==> src/ftm_pkg.sv <==
// Constants, state and carrier types for the fan and temperature monitor pin logic.
// Assumes a single 100 MHz clock and inputs already synchronous to it.
// Function
// - Six active-low open-drain general lines; they only pull low, otherwise float.
// - After power-on reset, general line 0 takes its state from the strap input.
// - Two fan-drive outputs, each with its own duty setting; one shared configuration bit sets the polarity of both.
// - One logic-level tachometer input per fan channel senses fan speed.
// - Fan-failure output pulls low whenever either fan is detected as failed.
// - Overheat alarm output is active-low and open-drain.
// - Reference output enabled only while measuring, high impedance in between.
// - Bus slave address comes from the two address-select pins.
// - Write byte, read byte, send byte, receive byte; receive returns last selected register.
// - Reading overheat status clears flag and alarm; flag reasserts next conversion if still hot.
package ftm_pkg;
   // Bus address base; the two select pins fill the low bits
   localparam logic [6:0] FTM_ADDR_BASE   = 7'h18;

   // Register offsets
   localparam logic [7:0] REG_TEMP_A      = 8'h00;
   localparam logic [7:0] REG_TEMP_B      = 8'h01;
   localparam logic [7:0] REG_CONFIG      = 8'h02;
   localparam logic [7:0] REG_OT_MASK     = 8'h03;
   localparam logic [7:0] REG_OT_STATUS   = 8'h04;
   localparam logic [7:0] REG_DUTY_A      = 8'h05;
   localparam logic [7:0] REG_DUTY_B      = 8'h06;
   localparam logic [7:0] REG_OT_LIMIT_A  = 8'h07;
   localparam logic [7:0] REG_OT_LIMIT_B  = 8'h08;
   localparam logic [7:0] REG_GPIO        = 8'h09;
   localparam logic [7:0] REG_FAN_STATUS  = 8'h0a;

   // Field positions
   localparam int         CFG_INVERT_BIT  = 4;

   // Values after reset
   localparam logic [7:0] CONFIG_RESET    = 8'h10;
   localparam logic [7:0] OT_MASK_RESET   = 8'h00;
   localparam logic [7:0] DUTY_RESET      = 8'h00;
   localparam logic [7:0] OT_LIMIT_RESET  = 8'h50;
   localparam logic [7:0] GPIO_RESET      = 8'hff;

   // Timing
   localparam int         CLK_PERIOD_NS   = 10;
   localparam int         CONV_TIME_MS    = 250;
   localparam int         IDLE_TIME_MS    = 250;
   localparam int         TACH_TIME_MS    = 1000;
   localparam int         CONV_CYCLES     = CONV_TIME_MS * 1000000 / CLK_PERIOD_NS;
   localparam int         IDLE_CYCLES     = IDLE_TIME_MS * 1000000 / CLK_PERIOD_NS;
   localparam int         TACH_CYCLES     = TACH_TIME_MS * 1000000 / CLK_PERIOD_NS;

   typedef enum {
      ST_IDLE, ST_ADDR, ST_ADDR_ACK, ST_CMD, ST_CMD_ACK,
      ST_WDATA, ST_WDATA_ACK, ST_RDATA, ST_RACK, ST_WAIT_STOP
   } ftm_state_type;

   // Per fan channel settings and last sample
   typedef struct packed {
      logic [7:0] duty;
      logic [7:0] otLimit;
      logic [7:0] temp;
   } ftm_chan_type;
endpackage

==> src/ftm_pins.sv <==
// Pin logic of the fan and temperature monitor: bus slave, fan drive, tach, alarms, general lines.
// Assumes bus and pin inputs synchronous to clk; open-drain wires are resolved outside.
`timescale 1ns/1ns
module ftm_pins
   import ftm_pkg::*;
#(
   parameter int NUM_GPIO = 6,
   parameter int CONV_CYC = CONV_CYCLES,
   parameter int IDLE_CYC = IDLE_CYCLES,
   parameter int TACH_CYC = TACH_CYCLES
) (
   input  wire logic                clk,
   input  wire logic                rst,
   input  wire logic                smbClkIn,
   input  wire logic                smbDataIn,
   output      logic                smbDataOut,
   output      logic                smbDataOe,
   input  wire logic                addrSelectLo,
   input  wire logic                addrSelectHi,
   input  wire logic [7:0]          thermistorInA,
   input  wire logic [7:0]          thermistorInB,
   input  wire logic                fanSpeedInA,
   input  wire logic                fanSpeedInB,
   output      logic                fanDriveOutA,
   output      logic                fanDriveOutAOe,
   output      logic                fanDriveOutB,
   output      logic                fanDriveOutBOe,
   output      logic                fanFailNOut,
   output      logic                fanFailNOe,
   output      logic                overheatAlarmNOut,
   output      logic                overheatAlarmNOe,
   output      logic                refDriveOe,
   input  wire logic [NUM_GPIO-1:0] generalIoLinesIn,
   output      logic [NUM_GPIO-1:0] generalIoLinesOut,
   output      logic [NUM_GPIO-1:0] generalIoLinesOe,
   input  wire logic                gpioPresetIn
);
   localparam int PERIOD = CONV_CYC + IDLE_CYC;
   localparam int CNT_W  = $clog2(PERIOD + 1);
   localparam int TACH_W = $clog2(TACH_CYC + 1);

   ftm_state_type     state;
   ftm_chan_type      chan [2];
   logic [6:0]        slaveAddr;
   logic              sclQ;
   logic              sdaQ;
   logic              sclRise;
   logic              sclFall;
   logic              startCond;
   logic              stopCond;
   logic [7:0]        shiftReg;
   logic [7:0]        txShift;
   logic [3:0]        bitCnt;
   logic [7:0]        pointer;
   logic [7:0]        rdData;
   logic              loadRead;
   logic              regWrite;
   logic              readClr;
   logic [7:0]        cfgReg;
   logic [7:0]        otMask;
   logic [7:0]        gpioOut;
   logic [1:0]        otStatus;
   logic [1:0]        failed;
   logic [1:0]        tach;
   logic [1:0]        driveOe;
   logic [7:0]        tempIn [2];
   logic [7:0]        pwmCnt;
   logic [CNT_W-1:0]  phaseCnt;
   logic              convDone;
   logic              strapDone;

   assign slaveAddr = {FTM_ADDR_BASE[6:2], addrSelectHi, addrSelectLo};
   assign sclRise   = smbClkIn & ~sclQ;
   assign sclFall   = ~smbClkIn & sclQ;
   assign startCond = smbClkIn & sclQ & sdaQ & ~smbDataIn;
   assign stopCond  = smbClkIn & sclQ & ~sdaQ & smbDataIn;
   assign loadRead  = sclFall && ((state == ST_ADDR_ACK && shiftReg[0]) || state == ST_RACK);
   assign regWrite  = sclFall && state == ST_WDATA && bitCnt == 4'h8;
   assign readClr   = loadRead && pointer == REG_OT_STATUS;
   assign tach      = {fanSpeedInB, fanSpeedInA};
   assign tempIn[0] = thermistorInA;
   assign tempIn[1] = thermistorInB;
   assign convDone  = phaseCnt == CNT_W'(CONV_CYC - 1);

   // Open-drain pins only ever pull low
   assign smbDataOut        = 1'b0;
   assign fanDriveOutA      = 1'b0;
   assign fanDriveOutB      = 1'b0;
   assign fanFailNOut       = 1'b0;
   assign overheatAlarmNOut = 1'b0;
   assign generalIoLinesOut = '0;
   assign fanDriveOutAOe    = driveOe[0];
   assign fanDriveOutBOe    = driveOe[1];

   // Bus line sampling for edge and start/stop detection
   always_ff @(posedge clk or posedge rst) begin
      if (rst) begin
         sclQ <= 1'b1;
         sdaQ <= 1'b1;
      end else begin
         sclQ <= smbClkIn;
         sdaQ <= smbDataIn;
      end
   end

   // Read data selection
   always_comb begin
      unique case (pointer)
         REG_TEMP_A:     rdData = chan[0].temp;
         REG_TEMP_B:     rdData = chan[1].temp;
         REG_CONFIG:     rdData = cfgReg;
         REG_OT_MASK:    rdData = otMask;
         REG_OT_STATUS:  rdData = {6'h00, otStatus};
         REG_DUTY_A:     rdData = chan[0].duty;
         REG_DUTY_B:     rdData = chan[1].duty;
         REG_OT_LIMIT_A: rdData = chan[0].otLimit;
         REG_OT_LIMIT_B: rdData = chan[1].otLimit;
         REG_GPIO:       rdData = 8'(generalIoLinesIn);
         REG_FAN_STATUS: rdData = {6'h00, failed};
         default:        rdData = 8'h00;
      endcase
   end

   // Bus slave: byte transactions, the pointer persists for receive byte
   always_ff @(posedge clk or posedge rst) begin
      if (rst) begin
         state     <= ST_IDLE;
         shiftReg  <= 8'h00;
         txShift   <= 8'h00;
         bitCnt    <= 4'h0;
         pointer   <= 8'h00;
         smbDataOe <= 1'b0;
      end else if (startCond) begin
         state     <= ST_ADDR;
         bitCnt    <= 4'h0;
         smbDataOe <= 1'b0;
      end else if (stopCond) begin
         state     <= ST_IDLE;
         smbDataOe <= 1'b0;
      end else begin
         unique case (state)
            ST_IDLE, ST_WAIT_STOP: begin
            end
            ST_ADDR, ST_CMD, ST_WDATA: begin
               if (sclRise) begin
                  shiftReg <= {shiftReg[6:0], smbDataIn};
                  bitCnt   <= bitCnt + 4'h1;
               end
               if (sclFall && bitCnt == 4'h8) begin
                  bitCnt <= 4'h0;
                  if (state == ST_ADDR) begin
                     if (shiftReg[7:1] == slaveAddr) begin
                        smbDataOe <= 1'b1;
                        state     <= ST_ADDR_ACK;
                     end else begin
                        state <= ST_WAIT_STOP;
                     end
                  end else if (state == ST_CMD) begin
                     pointer   <= shiftReg;
                     smbDataOe <= 1'b1;
                     state     <= ST_CMD_ACK;
                  end else begin
                     smbDataOe <= 1'b1;
                     state     <= ST_WDATA_ACK;
                  end
               end
            end
            ST_ADDR_ACK, ST_RACK: begin
               if (state == ST_RACK && sclRise && smbDataIn) begin
                  state <= ST_WAIT_STOP;
               end else if (loadRead) begin
                  txShift   <= {rdData[6:0], 1'b0};
                  smbDataOe <= ~rdData[7];
                  bitCnt    <= 4'h0;
                  state     <= ST_RDATA;
               end else if (sclFall) begin
                  smbDataOe <= 1'b0;
                  state     <= ST_CMD;
               end
            end
            ST_CMD_ACK, ST_WDATA_ACK: begin
               if (sclFall) begin
                  smbDataOe <= 1'b0;
                  state     <= (state == ST_CMD_ACK) ? ST_WDATA : ST_WAIT_STOP;
               end
            end
            ST_RDATA: begin
               if (sclFall) begin
                  if (bitCnt == 4'h7) begin
                     smbDataOe <= 1'b0;
                     state     <= ST_RACK;
                  end else begin
                     smbDataOe <= ~txShift[7];
                     txShift   <= {txShift[6:0], 1'b0};
                     bitCnt    <= bitCnt + 4'h1;
                  end
               end
            end
         endcase
      end
   end

   // Settings written over the bus and samples taken at conversion end; strap caught on the first edge after reset
   always_ff @(posedge clk or posedge rst) begin
      if (rst) begin
         cfgReg    <= CONFIG_RESET;
         otMask    <= OT_MASK_RESET;
         gpioOut   <= GPIO_RESET;
         strapDone <= 1'b0;
         for (int i = 0; i < 2; i++) begin
            chan[i].duty    <= DUTY_RESET;
            chan[i].otLimit <= OT_LIMIT_RESET;
            chan[i].temp    <= 8'h00;
         end
      end else begin
         strapDone <= 1'b1;
         for (int i = 0; i < 2; i++) begin
            if (convDone) begin
               chan[i].temp <= tempIn[i];
            end
         end
         if (!strapDone) begin
            gpioOut[0] <= gpioPresetIn;
         end else if (regWrite) begin
            unique case (pointer)
               REG_CONFIG:     cfgReg          <= shiftReg;
               REG_OT_MASK:    otMask          <= shiftReg;
               REG_DUTY_A:     chan[0].duty    <= shiftReg;
               REG_DUTY_B:     chan[1].duty    <= shiftReg;
               REG_OT_LIMIT_A: chan[0].otLimit <= shiftReg;
               REG_OT_LIMIT_B: chan[1].otLimit <= shiftReg;
               REG_GPIO:       gpioOut         <= shiftReg;
               default: begin
               end
            endcase
         end
      end
   end

   // General lines: released until the strap has been taken
   always_ff @(posedge clk or posedge rst) begin
      if (rst) begin
         generalIoLinesOe <= '0;
      end else begin
         generalIoLinesOe <= strapDone ? ~gpioOut[NUM_GPIO-1:0] : '0;
      end
   end

   // Measurement phase; reference driven only during conversion
   always_ff @(posedge clk or posedge rst) begin
      if (rst) begin
         phaseCnt   <= CNT_W'(PERIOD - 1);
         refDriveOe <= 1'b0;
      end else begin
         phaseCnt <= (phaseCnt == CNT_W'(PERIOD - 1)) ? '0 : phaseCnt + 1'b1;
         if (phaseCnt == CNT_W'(PERIOD - 1)) begin
            refDriveOe <= 1'b1;
         end else if (convDone) begin
            refDriveOe <= 1'b0;
         end
      end
   end

   // Shared PWM period counter
   always_ff @(posedge clk or posedge rst) begin
      if (rst) begin
         pwmCnt <= 8'h00;
      end else begin
         pwmCnt <= pwmCnt + 8'h01;
      end
   end

   // Per channel: fan drive, tach watchdog and overheat flag
   for (genvar c = 0; c < 2; c++) begin : g_chan
      logic              tachQ;
      logic [TACH_W-1:0] tachTimer;
      logic              driveOn;

      assign driveOn = chan[c].duty > pwmCnt;

      always_ff @(posedge clk or posedge rst) begin
         if (rst) begin
            driveOe[c] <= 1'b0;
         end else begin
            driveOe[c] <= cfgReg[CFG_INVERT_BIT] ? ~driveOn : driveOn;
         end
      end

      always_ff @(posedge clk or posedge rst) begin
         if (rst) begin
            tachQ     <= 1'b0;
            tachTimer <= '0;
            failed[c] <= 1'b0;
         end else begin
            tachQ <= tach[c];
            if (tach[c] && !tachQ) begin
               tachTimer <= '0;
               failed[c] <= 1'b0;
            end else if (chan[c].duty == 8'h00) begin
               tachTimer <= '0;
               failed[c] <= 1'b0;
            end else if (tachTimer == TACH_W'(TACH_CYC - 1)) begin
               failed[c] <= 1'b1;
            end else begin
               tachTimer <= tachTimer + 1'b1;
            end
         end
      end

      always_ff @(posedge clk or posedge rst) begin
         if (rst) begin
            otStatus[c] <= 1'b0;
         end else begin
            if (convDone && tempIn[c] > chan[c].otLimit) begin
               otStatus[c] <= 1'b1;
            end else if (readClr) begin
               otStatus[c] <= 1'b0;
            end
         end
      end
   end

   // Alarm outputs, registered
   always_ff @(posedge clk or posedge rst) begin
      if (rst) begin
         fanFailNOe       <= 1'b0;
         overheatAlarmNOe <= 1'b0;
      end else begin
         fanFailNOe       <= |failed;
         overheatAlarmNOe <= |(otStatus & ~otMask[1:0]);
      end
   end

   AST_GPIO_OD: assert property (@(posedge clk) disable iff (rst) generalIoLinesOut == '0)
      else $error("general line drives high");
   AST_STRAP: assert property (@(posedge clk) disable iff (rst)
      $rose(strapDone) |=> generalIoLinesOe[0] == !$past(gpioPresetIn, 2))
      else $error("line 0 does not follow strap");
   AST_PWM_OFF: assert property (@(posedge clk) disable iff (rst)
      (chan[0].duty == 8'h00 && cfgReg[CFG_INVERT_BIT]) [*2] |-> fanDriveOutAOe)
      else $error("fan drive not held off at zero duty");
   AST_TACH: assert property (@(posedge clk) disable iff (rst) $rose(fanSpeedInA) |=> !failed[0])
      else $error("tach pulse did not clear failure");
   AST_FANFAIL: assert property (@(posedge clk) disable iff (rst) failed != 2'b00 |=> fanFailNOe)
      else $error("fan failure not signalled");
   AST_OT: assert property (@(posedge clk) disable iff (rst)
      (otStatus & ~otMask[1:0]) == 2'b00 |=> !overheatAlarmNOe)
      else $error("alarm without unmasked fault");
   AST_REF: assert property (@(posedge clk) disable iff (rst)
      convDone |=> !refDriveOe ##1 (!refDriveOe && phaseCnt == CNT_W'(CONV_CYC + 1)))
      else $error("reference driven between measurements");
   AST_ADDR_ACK: assert property (@(posedge clk) disable iff (rst)
      $rose(state == ST_ADDR_ACK) |-> smbDataOe && shiftReg[7:1] == slaveAddr)
      else $error("acknowledged a foreign address");
   AST_RX_BIT: assert property (@(posedge clk) disable iff (rst)
      loadRead && !startCond |=> smbDataOe == ~$past(rdData[7]))
      else $error("first read bit wrong");
   AST_OT_CLEAR: assert property (@(posedge clk) disable iff (rst)
      readClr && !convDone |=> otStatus == 2'b00 ##1 !overheatAlarmNOe)
      else $error("status read did not clear");
   AST_RELEASE: assert property (@(posedge clk) disable iff (rst)
      !strapDone |-> generalIoLinesOe == '0 && !fanFailNOe && !overheatAlarmNOe)
      else $error("open-drain driven before evaluation");
endmodule

==> config.mk <==
export PLATFORM = sky130hd
export DESIGN_NAME = ftm_pins
export DESIGN_NICKNAME = d
export VERILOG_FILES = /design/src/ftm_pkg.sv /design/src/ftm_pins.sv
export SDC_FILE = /design/constraint.sdc
export NUM_CORES = 1
export LEC_CHECK = 0
export ABC_AREA = 1
export BUFFER_PORTS_ARGS = -buffer_cell sky130_fd_sc_hd__buf_4
export CAP_MARGIN = 20
export CORE_ASPECT_RATIO = 1.4
export CORE_MARGIN = 1.5
export CORE_UTILIZATION = 45
export DETAILED_ROUTE_END_ITERATION = 16
export PLACE_DENSITY = 0.59
export SYNTH_ARGS = -nofsm -noshare
export SYNTH_HDL_FRONTEND = slang
export SYNTH_SLANG_ARGS = --single-unit
==> constraint.sdc <==
create_clock -name clk -period 7.1 [get_ports clk]
set_input_delay 0.355 -clock clk [delete_from_list [all_inputs] [get_ports clk]]
set_output_delay 0.355 -clock clk [all_outputs]
set_load 0.01 [all_outputs]
==> summary.md <==
| Metric | Value |
|---|---|
| Cell Int Power | 2.10 mW |
| CTS clock-pin slew for the worst setup and hold paths | 0.06 ns |
| Leak | approximately 6.0 nW |
| Worst skew pair latency | 0.52 ns |
| WL final | 30100 um |
| Final #Nets | 1628 |
| Critical Path RT | 7.54 ns |
| H-tree depth | 1 |
| Worst Tran Pin Value | 0.985 ns |
| Min Tclk post-route | roughly 2.6 ns |
| Worst-case clock buffer depth | 3 |
| Reg power frac | 43.9% |
| EDFF count, synth | 0 |
| Core footprint | 25300 um2 |
| Layout cells sized above 1 | under 10% |
| HPWL after detailed placement | 22000 um |
| Maximum vdd drop | 0.207 mV |
| Synth Area per Inst | roughly 7.6 um2 |
| Combinational power share | between 10% and 20% |
| Crit path DAT | 3.04 ns |
| Delay of the slowest cell on the worst path | 0.58 ns |
| CP cell instances | ha_1 > nand3_1 > inv_1 > nand4_1 > nor3_1 > nand2_1 > inv_1 > nand3_1 > o21ai_0 |
| Final setup fails | 0 |
| Max Clock Skew | roughly 0.011 ns |
| WS Path Type | reg2reg |
| Final non-filler cell total | 1894 |
| P per Cell Area | 230 nW/um2 |
| CTS Buf Count | 23 |
| Setup repair after global routing missed its margin | no |
| Largest net degree at the start of global routing | 135 |
| Startpoint types | flop |
| TritonRoute pass-1 iters | 5 |
| First-pass GRT wire length | 49100 um |
| Port buffer count | 42 |
| GRT Overall Usage | between 20% and 30% |
| Vias in the first global route | 9560 |
| Crit-path max FO | 22 |
| ANT cells | 0 |
| Routed vias | a little under 10000 |
| Sw Ratio | around 29% |
| Average wire per standard cell | 15.9 um |
| Fin crit share | between 30 and 40% |
| DRC Markers | 0 |
| Max Cap Viol | 0 |
| Number of synthesized register bits | 210 |
| Synth top area cells | dfrtp_1 39%, nand2_1 11%, dfstp_2 7.1% |
| Starting Density | about 46% |
| CTS tree | yes |
| Hold Slack | 0.0132 ns |
| Slowest CP cell | inv_1 |
| Async SR Flop Fraction | 100% |
| Gp weighted congestion | 0.903 |
| Antenna-violating nets left | 0 |
| Final core occ | 50.9% |
| Final hold viol count | 0 |
| Most frequent cells in the layout | 347 x nand2_1, 200 x nor2_1, 189 x inv_1, 179 x dfrtp_1, 131 x o21ai_0 |
| Initial DRC count | 658 |
| Die Width | 138 um |
| Placement Cell Area | 12100 um2 |
| Die height | 192 um |
| Netlist Area Pre-Place | 11500 um2 |
| Area Growth Syn to Fin | 11.9% |
| Post-synth top area share | 38.9% |
| Total grt overflow | 0 |
| Cell Rows | 69 |
| Post-Route Setup TNS | 0 ns |
| Placed insts | 1848 |
| I/O pins | 54 |
| Root Driver | clkbuf_16 |
| Synth cell types | 39 |
| Cell taking the most area after synthesis | dfrtp_1 |
| Vias per Instance | roughly 5.2 |
| Antenna violations before repair | 0 |
| Sinks on Clock Net | 210 |
| Element type at the critical path end | flop |
| Synth Flop Type | dfrtp_1 |
| Rel. slew slack | 34.1% |
| Psw | 860 uW |
| Clock power frac | 39.9% |
| Cells after synthesis | 1509 |
| Fin area | approximately 13000 um2 |
| Die Area | between 20000 and 30000 um2 |
| Outcome | complete, no violations |
| Slew Limit Fails | 0 |
| Min-delay worst type | in2async |
| Most common cell after layout, fill and taps aside | nand2_1 |
| Ys Warns | 0 |
| Sequential area share after synthesis | a little under half |
| Fmax | 385 MHz |
## sequential cells by signal, summed over array words and instances (netlist names), 4 cells and up
signal	count
chan	48
pwmCnt	8
otMask	8
gpioOut	6
bitCnt	4
generalIoLinesOe	6
phaseCnt	26
state	4
txShift	7
g_chan.tachTimer	54
shiftReg	8
cfgReg	8
pointer	8
## worst paths after layout
check                                          end  depth (start not counted)  slack, ns        startpoint
setup / recovery                       otStatus[0]                          9       4.50       phaseCnt[0]
hold / removal             g_chan[0].tachTimer[20]                          2       0.01               rst
setup reg to reg                       otStatus[0]                          9       4.50       phaseCnt[0]
hold reg to reg                         fanFailNOe                          1       0.48         failed[0]
max in group asynchronous               gpioOut[1]                          4       5.85               rst
min in group clk                          chan[30]                          3       0.05  thermistorInA[6]
## area by class of cell
cell class                      instances  area, um2
Clock buffer                           36        684
Timing Repair Buffer                   49        398
Tap cell                              319        399
Sequential cell                       210       5290
Fill cell                            2526      12400
Inverter                              192        728
Multi-Input combinational cell       1083       5330
Clock inverter                          5       50.0
## cells by family after synthesis
family | Yosys count | synth area share, %
compound gates | 202 | 9.39
xor+xnor | 36 | 2.74
fa+ha+maj | 38 | 4.13
buf+inv | 226 | 8.05
flops | 210 | 46.0
other cells | 2 | 0.0652
simple gates | 795 | 29.7
## repair_timing
| item | 4_1_cts | 5_1_grt |
|---|---|---|
| setup buffers | 0 | 0 |
| endpoints found under the hold margin | 4 | 0 |
| hold buffers | 4 | 0 |
| gates resized for setup | 0 | 0 |
## through the flow
stage / power, mW / setup WS [ns]
after CTS: 3.00 / 4.51
after detailed placement: 1.80 / 4.53
final: 2.96 / 4.50
after global routing: 3.11 / 4.22
after floorplan: 1.65 / 1.06
after global placement: 1.79 / 4.66
## routing by layer
metal / part of all wire, % / global-route usage (%)
met1: 44 / 29.6
met2: 49 / 41.2
met3: 4.1 / 2.31
met4: 2.3 / 6.44
met5: 0 / 0
## synthesized netlist by cell type, types with 2 or more instances
library cell and instances:
o21ai_0 131, buf_2 3, xor2_1 32, clkinv_1 2
nor3_1 50, inv_1 190, a31o_2 2, dfstp_2 31
nand4_1 41, or2_2 10, nor4_1 9, nor2_1 200
ha_1 38, o211ai_1 5, xnor2_1 4, nor3b_1 4
a31oi_1 3, buf_6 3, clkbuf_1 13, a21oi_1 44
buf_4 14, o21a_1 5, nand3_1 125, dfrtp_1 179
a21boi_0 6, conb_1 2, nand2_1 347, nand3b_1 3
a211oi_1 3
## critical path: cells and delay by family (launching register included)
family                   cells  cell delay, ns
flip-flops                   1            0.55
adder cells (fa/ha/maj)      1            0.18
buffers and inverters        2            0.71
AND/OR/NAND/NOR              5            0.96
AO/OA/AOI/OAI                1            0.11
## power groups by stage
stage                     clock, mW  sequential, mW  combinational, mW
after floorplan                   0            1.31              0.340
after global placement            0            1.32              0.474
after detailed placement          0            1.32              0.478
after CTS                      1.22            1.30              0.480
after global routing           1.25            1.31              0.551
final                          1.18            1.30              0.477
(Power assumes the default switching activity.)
